[src/pta_consts.svh]
// Purpose: Offsets, field positions, reset values and sizes for the protection
//          trip aggregator.
// Assumes: 32-bit register words at byte addresses, plain strobe port.
// Notes:   Definitions only.
`ifndef PTA_CONSTS_SVH
`define PTA_CONSTS_SVH

`define PTA_ADDR_W 8
`define PTA_DATA_W 32

`define PTA_OFS_CTRL 8'h00
`define PTA_OFS_SUPERV_ONLY 8'h04
`define PTA_OFS_SINGLE_PHASE 8'h08
`define PTA_OFS_DIR_ENABLE 8'h0c
`define PTA_OFS_DIR_REVERSE 8'h10
`define PTA_OFS_MTA 8'h14
`define PTA_OFS_STATUS 8'h18
`define PTA_OFS_IRQ_STATUS 8'h1c
`define PTA_OFS_IRQ_CLEAR 8'h20
`define PTA_OFS_IRQ_ENABLE 8'h24
`define PTA_OFS_CMD_BLOCK 8'h28

// Control register fields
`define PTA_CTRL_FUNCTION 0
`define PTA_CTRL_EXT_BLOCK_EN 1
`define PTA_CTRL_PERM_CMD_BLOCK 2
`define PTA_CTRL_EXT_CMD_BLOCK_EN 3
`define PTA_CTRL_ASSIGN_A 4
`define PTA_CTRL_ASSIGN_B 5
`define PTA_CTRL_ASSIGN_CMD 6
`define PTA_CTRL_W 7
`define PTA_CTRL_RESET 7'h00

// Status register fields
`define PTA_ST_ACTIVE 0
`define PTA_ST_GEN_ALARM 1
`define PTA_ST_GEN_TRIP 2
`define PTA_ST_PH_ALARM 3
`define PTA_ST_PH_TRIP 6
`define PTA_ST_PH_DIR 9
`define PTA_ST_GND_DIR 11
`define PTA_ST_BLOCKED 13
`define PTA_ST_CMD_BLOCKED 14

// Interrupt event bits
`define PTA_IRQ_ALARM 0
`define PTA_IRQ_TRIP 1
`define PTA_IRQ_CMD 2
`define PTA_IRQ_BLOCK 3
`define PTA_IRQ_W 4

`define PTA_MTA_PHASE_LSB 0
`define PTA_MTA_GND_LSB 8
`define PTA_ANGLE_W 8
`define PTA_PHASES 3
`define PTA_ELEMENTS 8

`endif

[src/pta_pkg.sv]
// Purpose: Types shared by the protection trip aggregator.
// Assumes: Angles in binary units, a full turn is 256.
// Notes:   Direction result carried as a small enum.
package pta_pkg;

    typedef enum logic [1:0] {
        PTA_DIR_NOT_POSSIBLE,
        PTA_DIR_FORWARD,
        PTA_DIR_REVERSE,
        PTA_DIR_HIDDEN
    } pta_dir_e;

endpackage : pta_pkg

[src/pta_protection_trip_aggregator.sv]
// Purpose: Master protection frame: gating, collective alarms and trips, trip commands.
// Assumes: Elements and assignment sources run on i_sys_clk; angle math done upstream.
// Notes:   Frame outputs are one register stage behind the element inputs; o_irq is two.
//
// Strobed register access and the register offsets are this design's own decisions.
`include "pta_consts.svh"
`timescale 1ns/1ps

module pta_protection_trip_aggregator #(
    parameter int N_ELEM = `PTA_ELEMENTS
) (
    // Clock and reset
    input wire logic i_sys_clk,
    input wire logic i_reset_n,
    // Register port
    input wire logic [`PTA_ADDR_W-1:0] i_addr,
    input wire logic [`PTA_DATA_W-1:0] i_wr_data,
    input wire logic i_wr_en,
    input wire logic i_rd_en,
    output logic [`PTA_DATA_W-1:0] o_rd_data,
    // Frame availability
    input wire logic i_setting_change_busy,
    input wire logic i_measured_values_ok,
    input wire logic i_external_block_input_a,
    input wire logic i_external_block_input_b,
    input wire logic i_external_trip_command_block_input,
    // Element decisions
    input wire logic [N_ELEM-1:0] i_elem_alarm,
    input wire logic [N_ELEM-1:0] i_elem_trip,
    input wire logic [N_ELEM*`PTA_PHASES-1:0] i_elem_phase_alarm,
    input wire logic [N_ELEM*`PTA_PHASES-1:0] i_elem_phase_trip,
    // Direction inputs
    input wire logic i_phase_phasor_ok,
    input wire logic [`PTA_ANGLE_W-1:0] i_phase_angle,
    input wire logic i_ground_phasor_ok,
    input wire logic [`PTA_ANGLE_W-1:0] i_ground_angle,
    // Frame outputs
    output logic o_prot_active,
    output logic o_general_alarm,
    output logic o_general_trip,
    output logic [`PTA_PHASES-1:0] o_phase_collective_alarm,
    output logic [`PTA_PHASES-1:0] o_phase_collective_trip,
    output logic [N_ELEM-1:0] o_breaker_open_command,
    output logic [N_ELEM-1:0] o_elem_local_alarm,
    output logic [N_ELEM-1:0] o_elem_local_trip,
    output pta_pkg::pta_dir_e o_phase_direction,
    output pta_pkg::pta_dir_e o_ground_direction,
    // Interrupt
    output logic o_irq
);

    localparam int PW = N_ELEM * `PTA_PHASES;

    // Settings
    logic [`PTA_CTRL_W-1:0] ctrl_q;
    logic [N_ELEM-1:0] superv_only_q;
    logic [N_ELEM-1:0] single_phase_q;
    logic [N_ELEM-1:0] dir_enable_q;
    logic [N_ELEM-1:0] dir_reverse_q;
    logic [N_ELEM-1:0] cmd_block_q;
    logic [`PTA_ANGLE_W-1:0] phase_mta_q;
    logic [`PTA_ANGLE_W-1:0] ground_mta_q;
    logic [`PTA_IRQ_W-1:0] irq_status_q;
    logic [`PTA_IRQ_W-1:0] irq_enable_q;

    logic function_on;
    logic ext_block_en;
    logic perm_cmd_block;
    logic ext_cmd_block_en;
    logic assign_a;
    logic assign_b;
    logic assign_cmd;

    assign function_on = ctrl_q[`PTA_CTRL_FUNCTION];
    assign ext_block_en = ctrl_q[`PTA_CTRL_EXT_BLOCK_EN];
    assign perm_cmd_block = ctrl_q[`PTA_CTRL_PERM_CMD_BLOCK];
    assign ext_cmd_block_en = ctrl_q[`PTA_CTRL_EXT_CMD_BLOCK_EN];
    assign assign_a = ctrl_q[`PTA_CTRL_ASSIGN_A];
    assign assign_b = ctrl_q[`PTA_CTRL_ASSIGN_B];
    assign assign_cmd = ctrl_q[`PTA_CTRL_ASSIGN_CMD];

    // Frame gating
    logic ext_block;
    logic frame_active;
    logic cmd_block;

    // Unassigned inputs are masked so a floating source cannot block
    assign ext_block = ext_block_en &
        ((assign_a & i_external_block_input_a) |
         (assign_b & i_external_block_input_b));
    assign frame_active = ~i_setting_change_busy & i_measured_values_ok &
        function_on & ~ext_block;
    assign cmd_block = perm_cmd_block |
        (ext_cmd_block_en & assign_cmd & i_external_trip_command_block_input);

    // Direction classification
    // Forward when operating angle lies strictly within 90 degrees of the direction angle
    function automatic pta_pkg::pta_dir_e classify(
        input logic ok,
        input logic [`PTA_ANGLE_W-1:0] angle,
        input logic [`PTA_ANGLE_W-1:0] mta
    );
        logic [`PTA_ANGLE_W-1:0] diff;
        diff = angle - mta;
        if (!ok) begin
            classify = pta_pkg::PTA_DIR_NOT_POSSIBLE;
        end else if ((diff[`PTA_ANGLE_W-1] == diff[`PTA_ANGLE_W-2]) &&
                     (diff != {2'b11, {(`PTA_ANGLE_W-2){1'b0}}})) begin
            classify = pta_pkg::PTA_DIR_FORWARD;
        end else begin
            // Exactly on the boundary line counts as reverse
            classify = pta_pkg::PTA_DIR_REVERSE;
        end
    endfunction : classify

    pta_pkg::pta_dir_e phase_dir;
    pta_pkg::pta_dir_e ground_dir;

    assign phase_dir = classify(i_phase_phasor_ok, i_phase_angle, phase_mta_q);
    assign ground_dir = classify(i_ground_phasor_ok, i_ground_angle, ground_mta_q);

    // Per-element forwarding
    logic [N_ELEM-1:0] fwd_alarm;
    logic [N_ELEM-1:0] fwd_trip;
    logic [N_ELEM-1:0] loc_alarm;
    logic [N_ELEM-1:0] loc_trip;
    logic [N_ELEM-1:0] cmd_d;
    logic [PW-1:0] fwd_ph_alarm;
    logic [PW-1:0] fwd_ph_trip;
    logic [N_ELEM-1:0] dir_ok;

    genvar g;
    generate
        for (g = 0; g < N_ELEM; g++) begin : g_elem
            // Element trip arrives already delayed by its own timer
            assign dir_ok[g] = ~dir_enable_q[g] |
                (dir_reverse_q[g] ? (phase_dir == pta_pkg::PTA_DIR_REVERSE)
                                  : (phase_dir == pta_pkg::PTA_DIR_FORWARD));
            assign loc_alarm[g] = frame_active & i_elem_alarm[g];
            assign loc_trip[g] = frame_active & i_elem_trip[g] & dir_ok[g];
            assign fwd_alarm[g] = loc_alarm[g] & ~superv_only_q[g];
            assign fwd_trip[g] = loc_trip[g] & ~superv_only_q[g];
            assign fwd_ph_alarm[g*`PTA_PHASES +: `PTA_PHASES] =
                i_elem_phase_alarm[g*`PTA_PHASES +: `PTA_PHASES] &
                {`PTA_PHASES{fwd_alarm[g] & single_phase_q[g]}};
            assign fwd_ph_trip[g*`PTA_PHASES +: `PTA_PHASES] =
                i_elem_phase_trip[g*`PTA_PHASES +: `PTA_PHASES] &
                {`PTA_PHASES{fwd_trip[g] & single_phase_q[g]}};
            // Supervision-only elements never reach the trip manager
            assign cmd_d[g] = fwd_trip[g] & ~cmd_block & ~cmd_block_q[g];
        end
    endgenerate

    logic gen_alarm_d;
    logic gen_trip_d;
    logic [`PTA_PHASES-1:0] ph_alarm_d;
    logic [`PTA_PHASES-1:0] ph_trip_d;

    assign gen_alarm_d = |fwd_alarm;
    assign gen_trip_d = |fwd_trip;

    always_comb begin
        ph_alarm_d = '0;
        ph_trip_d = '0;
        for (int e = 0; e < N_ELEM; e++) begin
            ph_alarm_d = ph_alarm_d | fwd_ph_alarm[e*`PTA_PHASES +: `PTA_PHASES];
            ph_trip_d = ph_trip_d | fwd_ph_trip[e*`PTA_PHASES +: `PTA_PHASES];
        end
    end

    // Registered frame outputs
    always_ff @(posedge i_sys_clk or negedge i_reset_n) begin
        if (!i_reset_n) begin
            o_prot_active <= 1'b0;
            o_general_alarm <= 1'b0;
            o_general_trip <= 1'b0;
            o_phase_collective_alarm <= '0;
            o_phase_collective_trip <= '0;
            o_breaker_open_command <= '0;
            o_elem_local_alarm <= '0;
            o_elem_local_trip <= '0;
        end else begin
            o_prot_active <= frame_active;
            o_general_alarm <= gen_alarm_d;
            o_general_trip <= gen_trip_d;
            o_phase_collective_alarm <= ph_alarm_d;
            o_phase_collective_trip <= ph_trip_d;
            o_breaker_open_command <= cmd_d;
            o_elem_local_alarm <= loc_alarm;
            o_elem_local_trip <= loc_trip;
        end
    end

    // Direction outputs
    always_ff @(posedge i_sys_clk or negedge i_reset_n) begin
        if (!i_reset_n) begin
            o_phase_direction <= pta_pkg::PTA_DIR_NOT_POSSIBLE;
            o_ground_direction <= pta_pkg::PTA_DIR_HIDDEN;
        end else begin
            o_phase_direction <= phase_dir;
            // Ground result only meaningful during a fault event
            if (gen_alarm_d || gen_trip_d) begin
                o_ground_direction <= ground_dir;
            end else begin
                o_ground_direction <= pta_pkg::PTA_DIR_HIDDEN;
            end
        end
    end

    // Settings registers
    always_ff @(posedge i_sys_clk or negedge i_reset_n) begin
        if (!i_reset_n) begin
            ctrl_q <= `PTA_CTRL_RESET;
            superv_only_q <= '0;
            single_phase_q <= '0;
            dir_enable_q <= '0;
            dir_reverse_q <= '0;
            cmd_block_q <= '0;
            phase_mta_q <= '0;
            ground_mta_q <= '0;
            irq_enable_q <= '0;
        end else if (i_wr_en) begin
            case (i_addr)
                `PTA_OFS_CTRL: begin
                    ctrl_q <= i_wr_data[`PTA_CTRL_W-1:0];
                end
                `PTA_OFS_SUPERV_ONLY: begin
                    superv_only_q <= i_wr_data[N_ELEM-1:0];
                end
                `PTA_OFS_SINGLE_PHASE: begin
                    single_phase_q <= i_wr_data[N_ELEM-1:0];
                end
                `PTA_OFS_DIR_ENABLE: begin
                    dir_enable_q <= i_wr_data[N_ELEM-1:0];
                end
                `PTA_OFS_DIR_REVERSE: begin
                    dir_reverse_q <= i_wr_data[N_ELEM-1:0];
                end
                `PTA_OFS_CMD_BLOCK: begin
                    cmd_block_q <= i_wr_data[N_ELEM-1:0];
                end
                `PTA_OFS_MTA: begin
                    phase_mta_q <= i_wr_data[`PTA_MTA_PHASE_LSB +: `PTA_ANGLE_W];
                    ground_mta_q <= i_wr_data[`PTA_MTA_GND_LSB +: `PTA_ANGLE_W];
                end
                `PTA_OFS_IRQ_ENABLE: begin
                    irq_enable_q <= i_wr_data[`PTA_IRQ_W-1:0];
                end
                default: begin
                end
            endcase
        end
    end

    // Interrupt events: rising edges of collective conditions
    logic [`PTA_IRQ_W-1:0] event_now;
    logic [`PTA_IRQ_W-1:0] event_prev_q;
    logic [`PTA_IRQ_W-1:0] event_pulse;
    logic [`PTA_IRQ_W-1:0] irq_clear;

    assign event_now = {~frame_active, |cmd_d, gen_trip_d, gen_alarm_d};
    assign event_pulse = event_now & ~event_prev_q;
    assign irq_clear = (i_wr_en && (i_addr == `PTA_OFS_IRQ_CLEAR)) ?
        i_wr_data[`PTA_IRQ_W-1:0] : '0;

    always_ff @(posedge i_sys_clk or negedge i_reset_n) begin
        if (!i_reset_n) begin
            event_prev_q <= '0;
        end else begin
            event_prev_q <= event_now;
        end
    end

    // A new event in the clear cycle survives the clear
    always_ff @(posedge i_sys_clk or negedge i_reset_n) begin
        if (!i_reset_n) begin
            irq_status_q <= '0;
        end else begin
            irq_status_q <= (irq_status_q & ~irq_clear) | event_pulse;
        end
    end

    always_ff @(posedge i_sys_clk or negedge i_reset_n) begin
        if (!i_reset_n) begin
            o_irq <= 1'b0;
        end else begin
            o_irq <= |(irq_status_q & irq_enable_q);
        end
    end

    // Read port: data one cycle after the strobe, zero otherwise
    logic [`PTA_DATA_W-1:0] status_word;
    logic [`PTA_DATA_W-1:0] rd_mux;

    always_comb begin
        status_word = '0;
        status_word[`PTA_ST_ACTIVE] = o_prot_active;
        status_word[`PTA_ST_GEN_ALARM] = o_general_alarm;
        status_word[`PTA_ST_GEN_TRIP] = o_general_trip;
        status_word[`PTA_ST_PH_ALARM +: `PTA_PHASES] = o_phase_collective_alarm;
        status_word[`PTA_ST_PH_TRIP +: `PTA_PHASES] = o_phase_collective_trip;
        status_word[`PTA_ST_PH_DIR +: 2] = o_phase_direction;
        status_word[`PTA_ST_GND_DIR +: 2] = o_ground_direction;
        status_word[`PTA_ST_BLOCKED] = ext_block;
        status_word[`PTA_ST_CMD_BLOCKED] = cmd_block;
    end

    always_comb begin
        rd_mux = '0;
        case (i_addr)
            `PTA_OFS_CTRL: rd_mux[`PTA_CTRL_W-1:0] = ctrl_q;
            `PTA_OFS_SUPERV_ONLY: rd_mux[N_ELEM-1:0] = superv_only_q;
            `PTA_OFS_SINGLE_PHASE: rd_mux[N_ELEM-1:0] = single_phase_q;
            `PTA_OFS_DIR_ENABLE: rd_mux[N_ELEM-1:0] = dir_enable_q;
            `PTA_OFS_DIR_REVERSE: rd_mux[N_ELEM-1:0] = dir_reverse_q;
            `PTA_OFS_CMD_BLOCK: rd_mux[N_ELEM-1:0] = cmd_block_q;
            `PTA_OFS_MTA: begin
                rd_mux[`PTA_MTA_PHASE_LSB +: `PTA_ANGLE_W] = phase_mta_q;
                rd_mux[`PTA_MTA_GND_LSB +: `PTA_ANGLE_W] = ground_mta_q;
            end
            `PTA_OFS_STATUS: rd_mux = status_word;
            `PTA_OFS_IRQ_STATUS: rd_mux[`PTA_IRQ_W-1:0] = irq_status_q;
            `PTA_OFS_IRQ_ENABLE: rd_mux[`PTA_IRQ_W-1:0] = irq_enable_q;
            default: rd_mux = '0;
        endcase
    end

    always_ff @(posedge i_sys_clk or negedge i_reset_n) begin
        if (!i_reset_n) begin
            o_rd_data <= '0;
        end else if (i_rd_en) begin
            o_rd_data <= rd_mux;
        end else begin
            o_rd_data <= '0;
        end
    end

endmodule : pta_protection_trip_aggregator

[config.mk]
export PLATFORM = sky130hd
export DESIGN_NAME = pta_protection_trip_aggregator
export DESIGN_NICKNAME = d
export VERILOG_FILES = /design/src/pta_pkg.sv /design/src/pta_protection_trip_aggregator.sv
export VERILOG_INCLUDE_DIRS = /design/src
export SDC_FILE = /design/constraint.sdc
export NUM_CORES = 1
export LEC_CHECK = 0
export BUFFER_PORTS_ARGS = -buffer_cell sky130_fd_sc_hd__buf_2
export CAP_MARGIN = 15
export CORE_UTILIZATION = 54
export CTS_BUF_LIST = sky130_fd_sc_hd__clkbuf_4
export CTS_CLUSTER_DIAMETER = 150
export CTS_CLUSTER_SIZE = 28
export DETAILED_ROUTE_END_ITERATION = 10
export PLACE_DENSITY_LB_ADDON = 0.2
export SYNTH_ARGS = -nofsm -noshare
export SYNTH_HDL_FRONTEND = slang
export SYNTH_SLANG_ARGS = --single-unit
[constraint.sdc]
create_clock -name i_sys_clk -period 5.22 [get_ports i_sys_clk]
set_input_delay 0.522 -clock i_sys_clk [delete_from_list [all_inputs] [get_ports i_sys_clk]]
set_output_delay 0.522 -clock i_sys_clk [all_outputs]
set_load 0.03 [all_outputs]
==> impl_results.md, run 1 <==
* Root Driver: clkbuf_4
* Startpoint Class: register
* Nets@finish at 937
* # setup viols final at 0
* Post-CTS Setup Bufs at 0
* Mean area per synthesized cell at 11.1 um^2
* Worst EP arrival at slightly below 5 ns
* Synth area leader: dfrtp_1
* RSZ-0062 raised after global routing: no
* FP Rows at 40
* Resized Gates After CTS at 0
* # hold bufs at CTS at 0
* YS warnings at 0
* I/O Pins at 201
* Layout cell share with drive strength beyond 1 at between 30% and 40%
* Max Cap Viol at 0
* Hold WC Path Type: input port to asynchronous set/reset pin
* Placed cell areas at between 7000 and 8000 um^2
* Die Span Y at 114 um
* Area delta synth->final at 17.2%
* Antenna violations before repair at 0
* Worst-Margin Slew at 1.02 ns
* Max-slew violation count at 0
* P per Cell Area at 252 nW/um^2
* Final Critical Period at 4.46 ns
* Hold_ws at 0.108 ns
* Share of flip-flops with an asynchronous set or reset after synthesis at 100%
* Drt drc at 0
* DRT Pass-1 Iters at 6
* Port bufs at 168
* Leak pwr at ~4.0 nW
* Setup TNS at 0 ns
* CP Class: register to register
* CTS tree: built
* Detailed-placement wirelength estimate at about 16000 um
* Dpl cells at 937
* Num CTS Buffers at 17
* Max VDD drop at 0.000161 V
* Vias in the first global route at 5817
* Gr usage total at approximately a third
* Layout fillers at between 1000 and 1500
* Pin count of the biggest net entering global routing at a little over 80
* Top-area cell type share of the netlist area at 45.8%
* Drt via density at 6.08
* CTS clock-pin slew for the worst setup and hold paths at 0.12 ns
* Grt ovf at 0
* Commonest cells in the netlist: dfrtp_1, mux2_2, nand2_1, inv_1, nor2_1
* Initial DRC Count at 454
* Unique cell type count in the Yosys netlist at 75
* Fin crit share at roughly 86%
* Seq/Total Area, Yosys at 46.6%
* ANT nets after route at 0
* Post-synth EDFFs at 0
* Most used DFF post-synth: dfrtp_1
* Wire per inst at 20.7 um
* Seq cells post-synth at 127
* Largest register FFs at 16
* First-pass GRT wire length at around 31000 um
* Die area at about 13000 um^2
* Worst-path maximum fanout at 10
* Vias at 5883
* Clock Latency Late Sink at 0.56 ns
* H-Tree Depth at 4
* Cells after Synth at between 600 and 700
* DIE WIDTH at 114 um
* Crit. End Element: register
* Gpl congestion at 0.952
* Outcome: completed
* Final Hold Fails at 0
* Initial cell density of the core at 56.1%
* Top reg by flops: o_rd_data
* Clk sinks at approximately 130
* Antenna Cells at 0
* Non-Filler Instances at roughly 970
* Finished layout cell area at 8000 um^2
* Top-count cell post-synth: dfrtp_1
* Final Skew at ~0.019 ns
* Synthesized cell area at 6830 um^2
* Synth top area cells: dfrtp_1, mux2_2, ha_1, a22oi_1, nand2_1
* WL final at 20000 um
* Slew HR at 32.3%
* Worst path required time at 5.62 ns
* Longest Clk Path Bufs at 2
* Achievable Freq at 224 MHz
* Core ar. at 12200 um^2
## stage by stage
step	setup WS [ns]	total power [mW]	utilization, %
floorplan	1.31	1.27	-
global placement	0.621	1.39	63.7
detailed placement	0.550	1.40	63.7
CTS	0.731	2.02	65.8
global route	0.434	2.10	65.8
finish	0.755	2.01	65.8
## power breakdown
part	internal, mW	total [mW]	switching, mW	leakage (nW)
clock	0.271	0.629	0.358	0.141
sequential	1.03	1.08	0.0501	1.73
combinational	0.122	0.306	0.183	2.09
## routing by layer
| layer | GRT usage [%] | vias up | wire length (um) |
|---|---|---|---|
| met3 | 7.09 | 42 | 1610 |
| met5 | 0 | - | 0 |
| met2 | 53.2 | 315 | 9850 |
| met4 | 14.1 | 0 | 546 |
| li1 | - | 2626 | - |
| met1 | 40.8 | 2900 | 8020 |
## cell type report
type	count	area [um^2]	share of cell area [%]
clock inverter	14	126	1.58
inverter	35	133	1.66
clock buffer	17	128	1.60
sequential	127	3180	39.8
tap	168	210	2.63
multi-input combinational	437	3360	42.0
timing repair buffer	170	858	10.7
## kinds of logic (layout without fill, tap and decap cells)
logic type,after synthesis,in the layout,share of synthesized area [%]
compound gates,141,141,17.4
xor+xnor,16,16,2.16
fa+ha+maj,18,18,3.52
buf+inv,68,236,4.99
flops,127,127,46.6
mux,71,71,11.7
other cells,1,16,0.0549
simple gates,175,175,13.6
## worst paths after layout
path	start	end	slack, ns	cells after the start
worst max-delay path	phase_mta_q[2]	o_phase_collective_trip[1]	0.76	17
max in group asynchronous	i_reset_n	o_rd_data[14]	3.96	2
worst min register to register	event_prev_q[3]	irq_status_q[3]	0.45	1
worst min-delay path	i_reset_n	dir_enable_q[6]	0.11	1
min in group i_sys_clk	i_wr_data[11]	ground_mta_q[3]	0.19	2
worst max register to register	phase_mta_q[2]	o_phase_collective_trip[1]	0.76	17
## critical path: stages (launching register included)
cell,delay (ns)
dfrtp_1,0.40
inv_1,0.07
ha_1,0.33
o21ai_0,0.16
a21oi_1,0.10
o31ai_4,0.43
nand2b_1,0.10
a21oi_1,0.18
xnor2_1,0.14
ha_1,0.18
nand2_1,0.05
nor3_1,0.17
o21ai_2,0.18
a211o_1,0.48
mux2_2,0.39
and2_4,0.18
a2111oi_0,0.61
nand4_1,0.15
## placed cells by master (no fill, tap or decap), types with 16 or more instances in the layout
master / Yosys / layout
a21oi_1: 16 / 16
nand3_1: 16 / 16
conb_1: 1 / 16
buf_2: 1 / 167
mux2_2: 68 / 68
dfrtp_1: 125 / 125
inv_1: 33 / 33
nor2_1: 27 / 27
ha_1: 16 / 16
a22oi_1: 26 / 26
nand2_1: 48 / 48
clkbuf_4: 0 / 17
Power figures use the tool's default switching activity.
==> run 2, diff against run 1 <==
--- a/config.mk
+++ b/config.mk
@@ -8,7 +8,7 @@
 export LEC_CHECK = 0
 export BUFFER_PORTS_ARGS = -buffer_cell sky130_fd_sc_hd__buf_2
 export CAP_MARGIN = 15
-export CORE_UTILIZATION = 54
+export CORE_UTILIZATION = 35
 export CTS_BUF_LIST = sky130_fd_sc_hd__clkbuf_4
 export CTS_CLUSTER_DIAMETER = 150
 export CTS_CLUSTER_SIZE = 28
==> impl_results.md, run 2 (synthesis results as in run 1) <==
* Vias at 5758 (was 5883)
* Detailed-placement wirelength estimate at 17200 um (was 15500 um)
* Root Driver: clkbuf_4 (unchanged)
* Top reg by flops: o_rd_data (unchanged)
* Layout fillers at 1909 (was 1010)
* Grt ovf at 0 (unchanged)
* CTS clock-pin slew for the worst setup and hold paths at 0.13 ns (was 0.12 ns)
* Post-CTS Setup Bufs at 0 (unchanged)
* Die area at 20100 um^2 (was 13100 um^2)
* First-pass GRT wire length at 33800 um (was 30900 um)
* Resized Gates After CTS at 0 (unchanged)
* Initial cell density of the core at 36.1% (was 56.1%)
* Die Span Y at 142 um (was 114 um)
* P per Cell Area at 241 nW/um^2 (was 252 nW/um^2)
* Final Critical Period at 4.47 ns (was 4.46 ns)
* Final Hold Fails at 0 (unchanged)
* Crit. End Element: register (unchanged)
* Layout cell share with drive strength beyond 1 at 36.2% (was 36.4%)
* Port bufs at 168 (unchanged)
* Num CTS Buffers at 17 (unchanged)
* Crit path cell chain: inv_1, ha_1, o21ai_0, a21oi_1, o31ai_4, nand2b_1, a21oi_1, xnor2_1, ha_1, nand2_1, nor3_1, o21ai_2, a211o_1, mux2_2, and2_4, a2111oi_0, nand4_1 (unchanged)
* DRT Pass-1 Iters at 7 (was 6)
* Final Skew at 0.0338 ns (was 0.0190 ns)
* Initial DRC Count at 393 (was 454)
* Layout Utilization at 42.7% (was 65.8%)
* DIE WIDTH at 142 um (was 114 um)
* Vias in the first global route at 6006 (was 5817)
* Slew HR at 30.6% (was 32.3%)
* Antenna violations before repair at 1 (was 0)
* Startpoint Class: register (unchanged)
* CP Class: register to register (unchanged)
* FP Rows at 50 (was 40)
* # hold bufs at CTS at 0 (unchanged)
* Worst path required time at 5.63 ns (was 5.62 ns)
* Slowest CP cell: a2111oi_0 (unchanged)
* Pin count of the biggest net entering global routing at 80 (was 82)
* Leak pwr at 3.94 nW (was 3.96 nW)
* Clock Latency Late Sink at 0.56 ns (about the same)
* Largest register FFs at 16 (unchanged)
* Commonest cells after routing, fill and taps aside: buf_2, dfrtp_1, mux2_2 (unchanged)
* CTS tree: built (unchanged)
* Gr usage total at 22.8% (was 32.2%)
* Nets@finish at 936 (was 937)
* Clk sinks at 127 (unchanged)
* Sequential cell area at 3180 um^2 (unchanged)
* Achievable Freq at 224 MHz (about the same)
* I/O Pins at 201 (unchanged)
* Hold WC Path Type: input port to asynchronous set/reset pin (unchanged)
* Max VDD drop at 0.000110 V (was 0.000161 V)
* Worst-Margin Slew at 1.03 ns (was 1.02 ns)
* Gpl congestion at 0.896 (was 0.952)
* Core ar. at 18900 um^2 (was 12200 um^2)
* Placed cell areas at 7850 um^2 (was 7740 um^2)
* Wire per inst at 20.8 um (was 20.7 um)
* Worst EP arrival at 4.88 ns (was 4.86 ns)
* Max Cap Viol at 0 (unchanged)
* Setup TNS at 0 ns (unchanged)
* RSZ-0062 raised after global routing: no (unchanged)
* Area delta synth->final at 18.2% (was 17.2%)
* ANT nets after route at 0 (unchanged)
* Finished layout cell area at 8070 um^2 (was 8000 um^2)
* Worst-path maximum fanout at 10 (unchanged)
* Commonest non-fill, non-tap cell in the layout: buf_2 (unchanged)
* Longest Clk Path Bufs at 2 (unchanged)
* WL final at 22000 um (was 20000 um)
* Max incr delay on CP at 0.69 ns (was 0.61 ns)
* H-Tree Depth at 4 (unchanged)
* Drt drc at 0 (unchanged)
* Fin crit share at 85.6% (was 85.5%)
* Area of the multi-input gates at 3360 um^2 (unchanged)
* # setup viols final at 0 (unchanged)
* Drt via density at 5.43 (was 6.08)
* Outcome: completed (unchanged)
* Max-slew violation count at 0 (unchanged)
run 2: power by group:
part	leakage, nW	internal [mW]	switching [mW]
Sequential	1.73	1.03	0.0482
Clock	0.117	0.189	0.372
Combinational	2.08	0.122	0.186
run 2: path summary, 6_finish.rpt:
path / from / endpoint / slack (ns) / depth (start not counted)
max: phase_mta_q[2] / o_phase_collective_trip[1] / 0.75 / 17
min: i_reset_n / o_rd_data[9] / 0.13 / 1
max reg2reg: phase_mta_q[2] / o_phase_collective_trip[1] / 0.75 / 17
min reg2reg: event_prev_q[3] / irq_status_q[3] / 0.48 / 1
max in group asynchronous: i_reset_n / o_phase_collective_alarm[0] / 3.85 / 2
min in group i_sys_clk: i_elem_alarm[2] / o_elem_local_alarm[2] / 0.19 / 2
run 2: area by class of cell:
cell class                 instances  area share, %
multi-input combinational        437           41.7
sequential                       127           39.4
timing repair buffer             169           10.5
tap                              260           4.03
clock buffer                      19           1.77
inverter                          35           1.64
clock inverter                    12          0.884
antenna                            1         0.0310
run 2: layer usage:
metal / vias to the layer above / wire, um / track usage, %
li1: 2611 / - / -
met1: 2828 / 9290 / 28.5
met2: 293 / 10500 / 37.6
met3: 26 / 1850 / 6.82
met4: 0 / 423 / 7.19
met5: - / 0 / 0
run 2: worst max-delay path: cells and delay by family (launching register included):
kind | cells | cell delay (ns)
AO/OA/AOI/OAI | 7 | 2.23
AND/OR/NAND/NOR | 5 | 0.65
adder cells (fa/ha/maj) | 2 | 0.50
flip-flops | 1 | 0.39
multiplexers | 1 | 0.38
XOR/XNOR | 1 | 0.14
buffers and inverters | 1 | 0.06
run 2: through the flow:
| step | hold slack (ns) | setup WS [ns] | std cells | total power, mW |
|---|---|---|---|---|
| 6_report | 0.134 | 0.754 | 1060 | 1.95 |
| 3_3_place_gp | 0.430 | 0.577 | 1028 | 1.39 |
| 2_1_floorplan | 0.226 | 1.31 | 632 | 1.27 |
| 3_5_place_dp | 0.443 | 0.471 | 1028 | 1.40 |
| 5_1_grt | 0.159 | 0.415 | 1060 | 2.04 |
| 4_1_cts | 0.156 | 0.715 | 1059 | 1.96 |
==> run 3, diff against run 2 <==
==> constraint.sdc (replaced) <==
create_clock -name i_sys_clk -period 5.22 [get_ports i_sys_clk]
set_input_delay 1.305 -clock i_sys_clk [delete_from_list [all_inputs] [get_ports i_sys_clk]]
set_output_delay 1.305 -clock i_sys_clk [all_outputs]
set_load 0.03 [all_outputs]
==> impl_results.md, run 3 (synthesis results as in run 1) <==
* Clock Latency Late Sink at 0.57 ns (was 0.56 ns)
* Total Power at 2.12 mW (was 1.95 mW)
* Crit path cell chain: buf_2, inv_1, ha_1, inv_1, fa_1, nand3_1, a21boi_0, o21a_1, nor2_1, xnor2_1, ha_1, nand2_1, nor3_1, o21ai_2, a211o_1, buf_4, a22oi_1, a211oi_2, nand4b_4, or4_1 (was inv_1, ha_1, o21ai_0, a21oi_1, o31ai_4, nand2b_1, a21oi_1, xnor2_1, ha_1, nand2_1, nor3_1, o21ai_2, a211o_1, mux2_2, and2_4, a2111oi_0, nand4_1)
* WP buf/inv at 4 (was 1)
* Switching power at 0.631 mW (was 0.606 mW)
* Crit. End Element: register (unchanged)
* Die area at 20100 um^2 (unchanged)
* Vias in the first global route at 6162 (was 6006)
* Met3 WL at 1610 um (was 1850 um)
* Worst-path maximum fanout at 4 (was 10)
* P per Cell Area at 256 nW/um^2 (was 241 nW/um^2)
* Met2 WL post-DR at 10700 um (was 10500 um)
* Non-Filler Instances at 1082 (was 1060)
* Max incr delay on CP at 0.42 ns (was 0.69 ns)
* Num CTS Buffers at 17 (unchanged)
* Outcome: completed (unchanged)
* Internal at 1.49 mW (was 1.34 mW)
* Layout cell share with drive strength beyond 1 at 38.0% (was 36.2%)
* CP Class: input port to register (was register to register)
* Setup TNS at 0 ns (unchanged)
* H-Tree Depth at 4 (unchanged)
* Resized Gates After CTS at 0 (unchanged)
* Die Span Y at 142 um (unchanged)
* Final setup margin at 0.722 ns (was 0.754 ns)
* Gpl congestion at 0.918 (was 0.896)
* CTS tree: built (unchanged)
* Worst-Margin Slew at 1.00 ns (was 1.03 ns)
* Finished layout cell area at 8310 um^2 (was 8070 um^2)
* DP Worst Slack at 0.158 ns (was 0.471 ns)
* Initial cell density of the core at 36.1% (unchanged)
* Dpl cells at 1049 (was 1028)
* Max Used Layer: met4 (unchanged)
* Switching power share of the total at 29.7% (was 31.1%)
* Antenna violations before repair at 1 (unchanged)
* Largest register FFs at 16 (unchanged)
* Detailed-placement wirelength estimate at 17700 um (was 17200 um)
* WL final at 22500 um (was 22000 um)
* Port bufs at 168 (unchanged)
* FP Rows at 50 (unchanged)
* Max VDD drop at 0.000122 V (was 0.000110 V)
* Sequential power share at 50.7% (was 55.4%)
* Commonest non-fill, non-tap cell in the layout: buf_2 (unchanged)
* DRT Pass-1 Iters at 6 (was 7)
* Worst path required time at 5.65 ns (was 5.63 ns)
* # setup viols final at 0 (unchanged)
* Worst EP arrival at 4.93 ns (was 4.88 ns)
* Delay-heaviest family, CP: compound AO/OA/AOI/OAI gates (unchanged)
* Root Driver: clkbuf_4 (unchanged)
* RSZ-0062 raised after global routing: no (unchanged)
* Core ar. at 18900 um^2 (unchanged)
* Slowest CP cell: or4_1 (was a2111oi_0)
* Hold WC Path Type: register to register (was input port to asynchronous set/reset pin)
* Leak pwr at 4.07 nW (was 3.94 nW)
* Drt drc at 0 (unchanged)
* Share of total power in the clock network at 34.2% (was 28.8%)
* Max-slew violation count at 0 (unchanged)
* Max Cap Viol at 0 (unchanged)
* Nets@finish at 957 (was 936)
* I/O Pins at 201 (unchanged)
* Startpoint Class: input port (was register)
* Combinational Power Share at 15.0% (was 15.8%)
* Clk sinks at 127 (unchanged)
* Layout Utilization at 44.0% (was 42.7%)
* DIE WIDTH at 142 um (unchanged)
* Top reg by flops: o_rd_data (unchanged)
* ANT nets after route at 0 (unchanged)
* Placed cell areas at 8010 um^2 (was 7850 um^2)
* Pin count of the biggest net entering global routing at 46 (was 80)
* Final Hold Fails at 0 (unchanged)
* Gr usage total at 23.3% (was 22.8%)
* Initial DRC Count at 370 (was 393)
* Hold_ws at 0.466 ns (was 0.134 ns)
* First-pass GRT wire length at 34500 um (was 33800 um)
* Drt via density at 5.40 (was 5.43)
* Commonest cells after routing, fill and taps aside: buf_2, dfrtp_1, mux2_2 (unchanged)
* CTS clock-pin slew for the worst setup and hold paths at 0.12 ns (was 0.13 ns)
* Final Critical Period at 4.50 ns (was 4.47 ns)
* Slew HR at 32.5% (was 30.6%)
* Grt ovf at 0 (unchanged)
* # hold bufs at CTS at 0 (unchanged)
* Final Skew at 0.0262 ns (was 0.0338 ns)
* Wire per inst at 20.8 um (about the same)
* Area delta synth->final at 21.8% (was 18.2%)
* Longest Clk Path Bufs at 2 (unchanged)
* Fin crit share at 86.2% (was 85.6%)
* Post-CTS Setup Bufs at 0 (unchanged)
* Met1 WL at 9620 um (was 9290 um)
* Vias at 5848 (was 5758)
* Achievable Freq at 222 MHz (was 224 MHz)
-- run 3: worst paths after layout --
check | start | to | slack [ns] | cells after the start
worst max register to register | phase_mta_q[0] | event_prev_q[1] | 1.17 | 18
worst min register to register | event_prev_q[3] | irq_status_q[3] | 0.47 | 1
worst min-delay path | event_prev_q[3] | irq_status_q[3] | 0.47 | 1
min in group asynchronous | i_reset_n | ground_mta_q[2] | 0.73 | 1
worst max-delay path | i_phase_angle[0] | event_prev_q[1] | 0.72 | 20
max in group asynchronous | i_reset_n | single_phase_q[5] | 3.46 | 2
-- run 3: cell type report --
cell class | instances | area, um^2
fillers | 1909 | 10600
multi-input cells | 437 | 3360
flip-flops and latches | 127 | 3180
repair buffers | 190 | 1010
well taps | 260 | 325
clock inverters | 14 | 168
clock buffers | 18 | 135
inverters | 35 | 133
diodes | 1 | 2.50
-- run 3: power by group through the flow --
stage	logic (mW)	clock network, mW	registers (mW)
floorplan	0.180	0	1.09
global placement	0.309	0	1.09
detailed placement	0.319	0	1.10
CTS	0.321	0.747	1.08
global route	0.355	0.788	1.08
finish	0.319	0.727	1.08
-- run 3: per-layer routing --
| metal | vias to the layer above | GRT usage, % |
|---|---|---|
| li1 | 2670 | - |
| met1 | 2853 | 29.5 |
| met2 | 287 | 38.5 |
| met3 | 38 | 5.06 |
| met4 | 0 | 9.68 |
| met5 | - | 0 |
-- run 3: worst reg2reg max path, cell delays in order, from the launching register on --
cell      delay (ns)
dfrtp_1         0.42
ha_1            0.18
inv_1           0.05
fa_1            0.40
nand3_1         0.12
a21boi_0        0.11
o21a_1          0.19
nor2_1          0.11
xnor2_1         0.14
ha_1            0.18
nand2_1         0.05
nor3_1          0.17
o21ai_2         0.11
a211o_1         0.33
buf_4           0.17
a22oi_1         0.35
a211oi_2        0.18
nand4b_4        0.26
or4_1           0.42
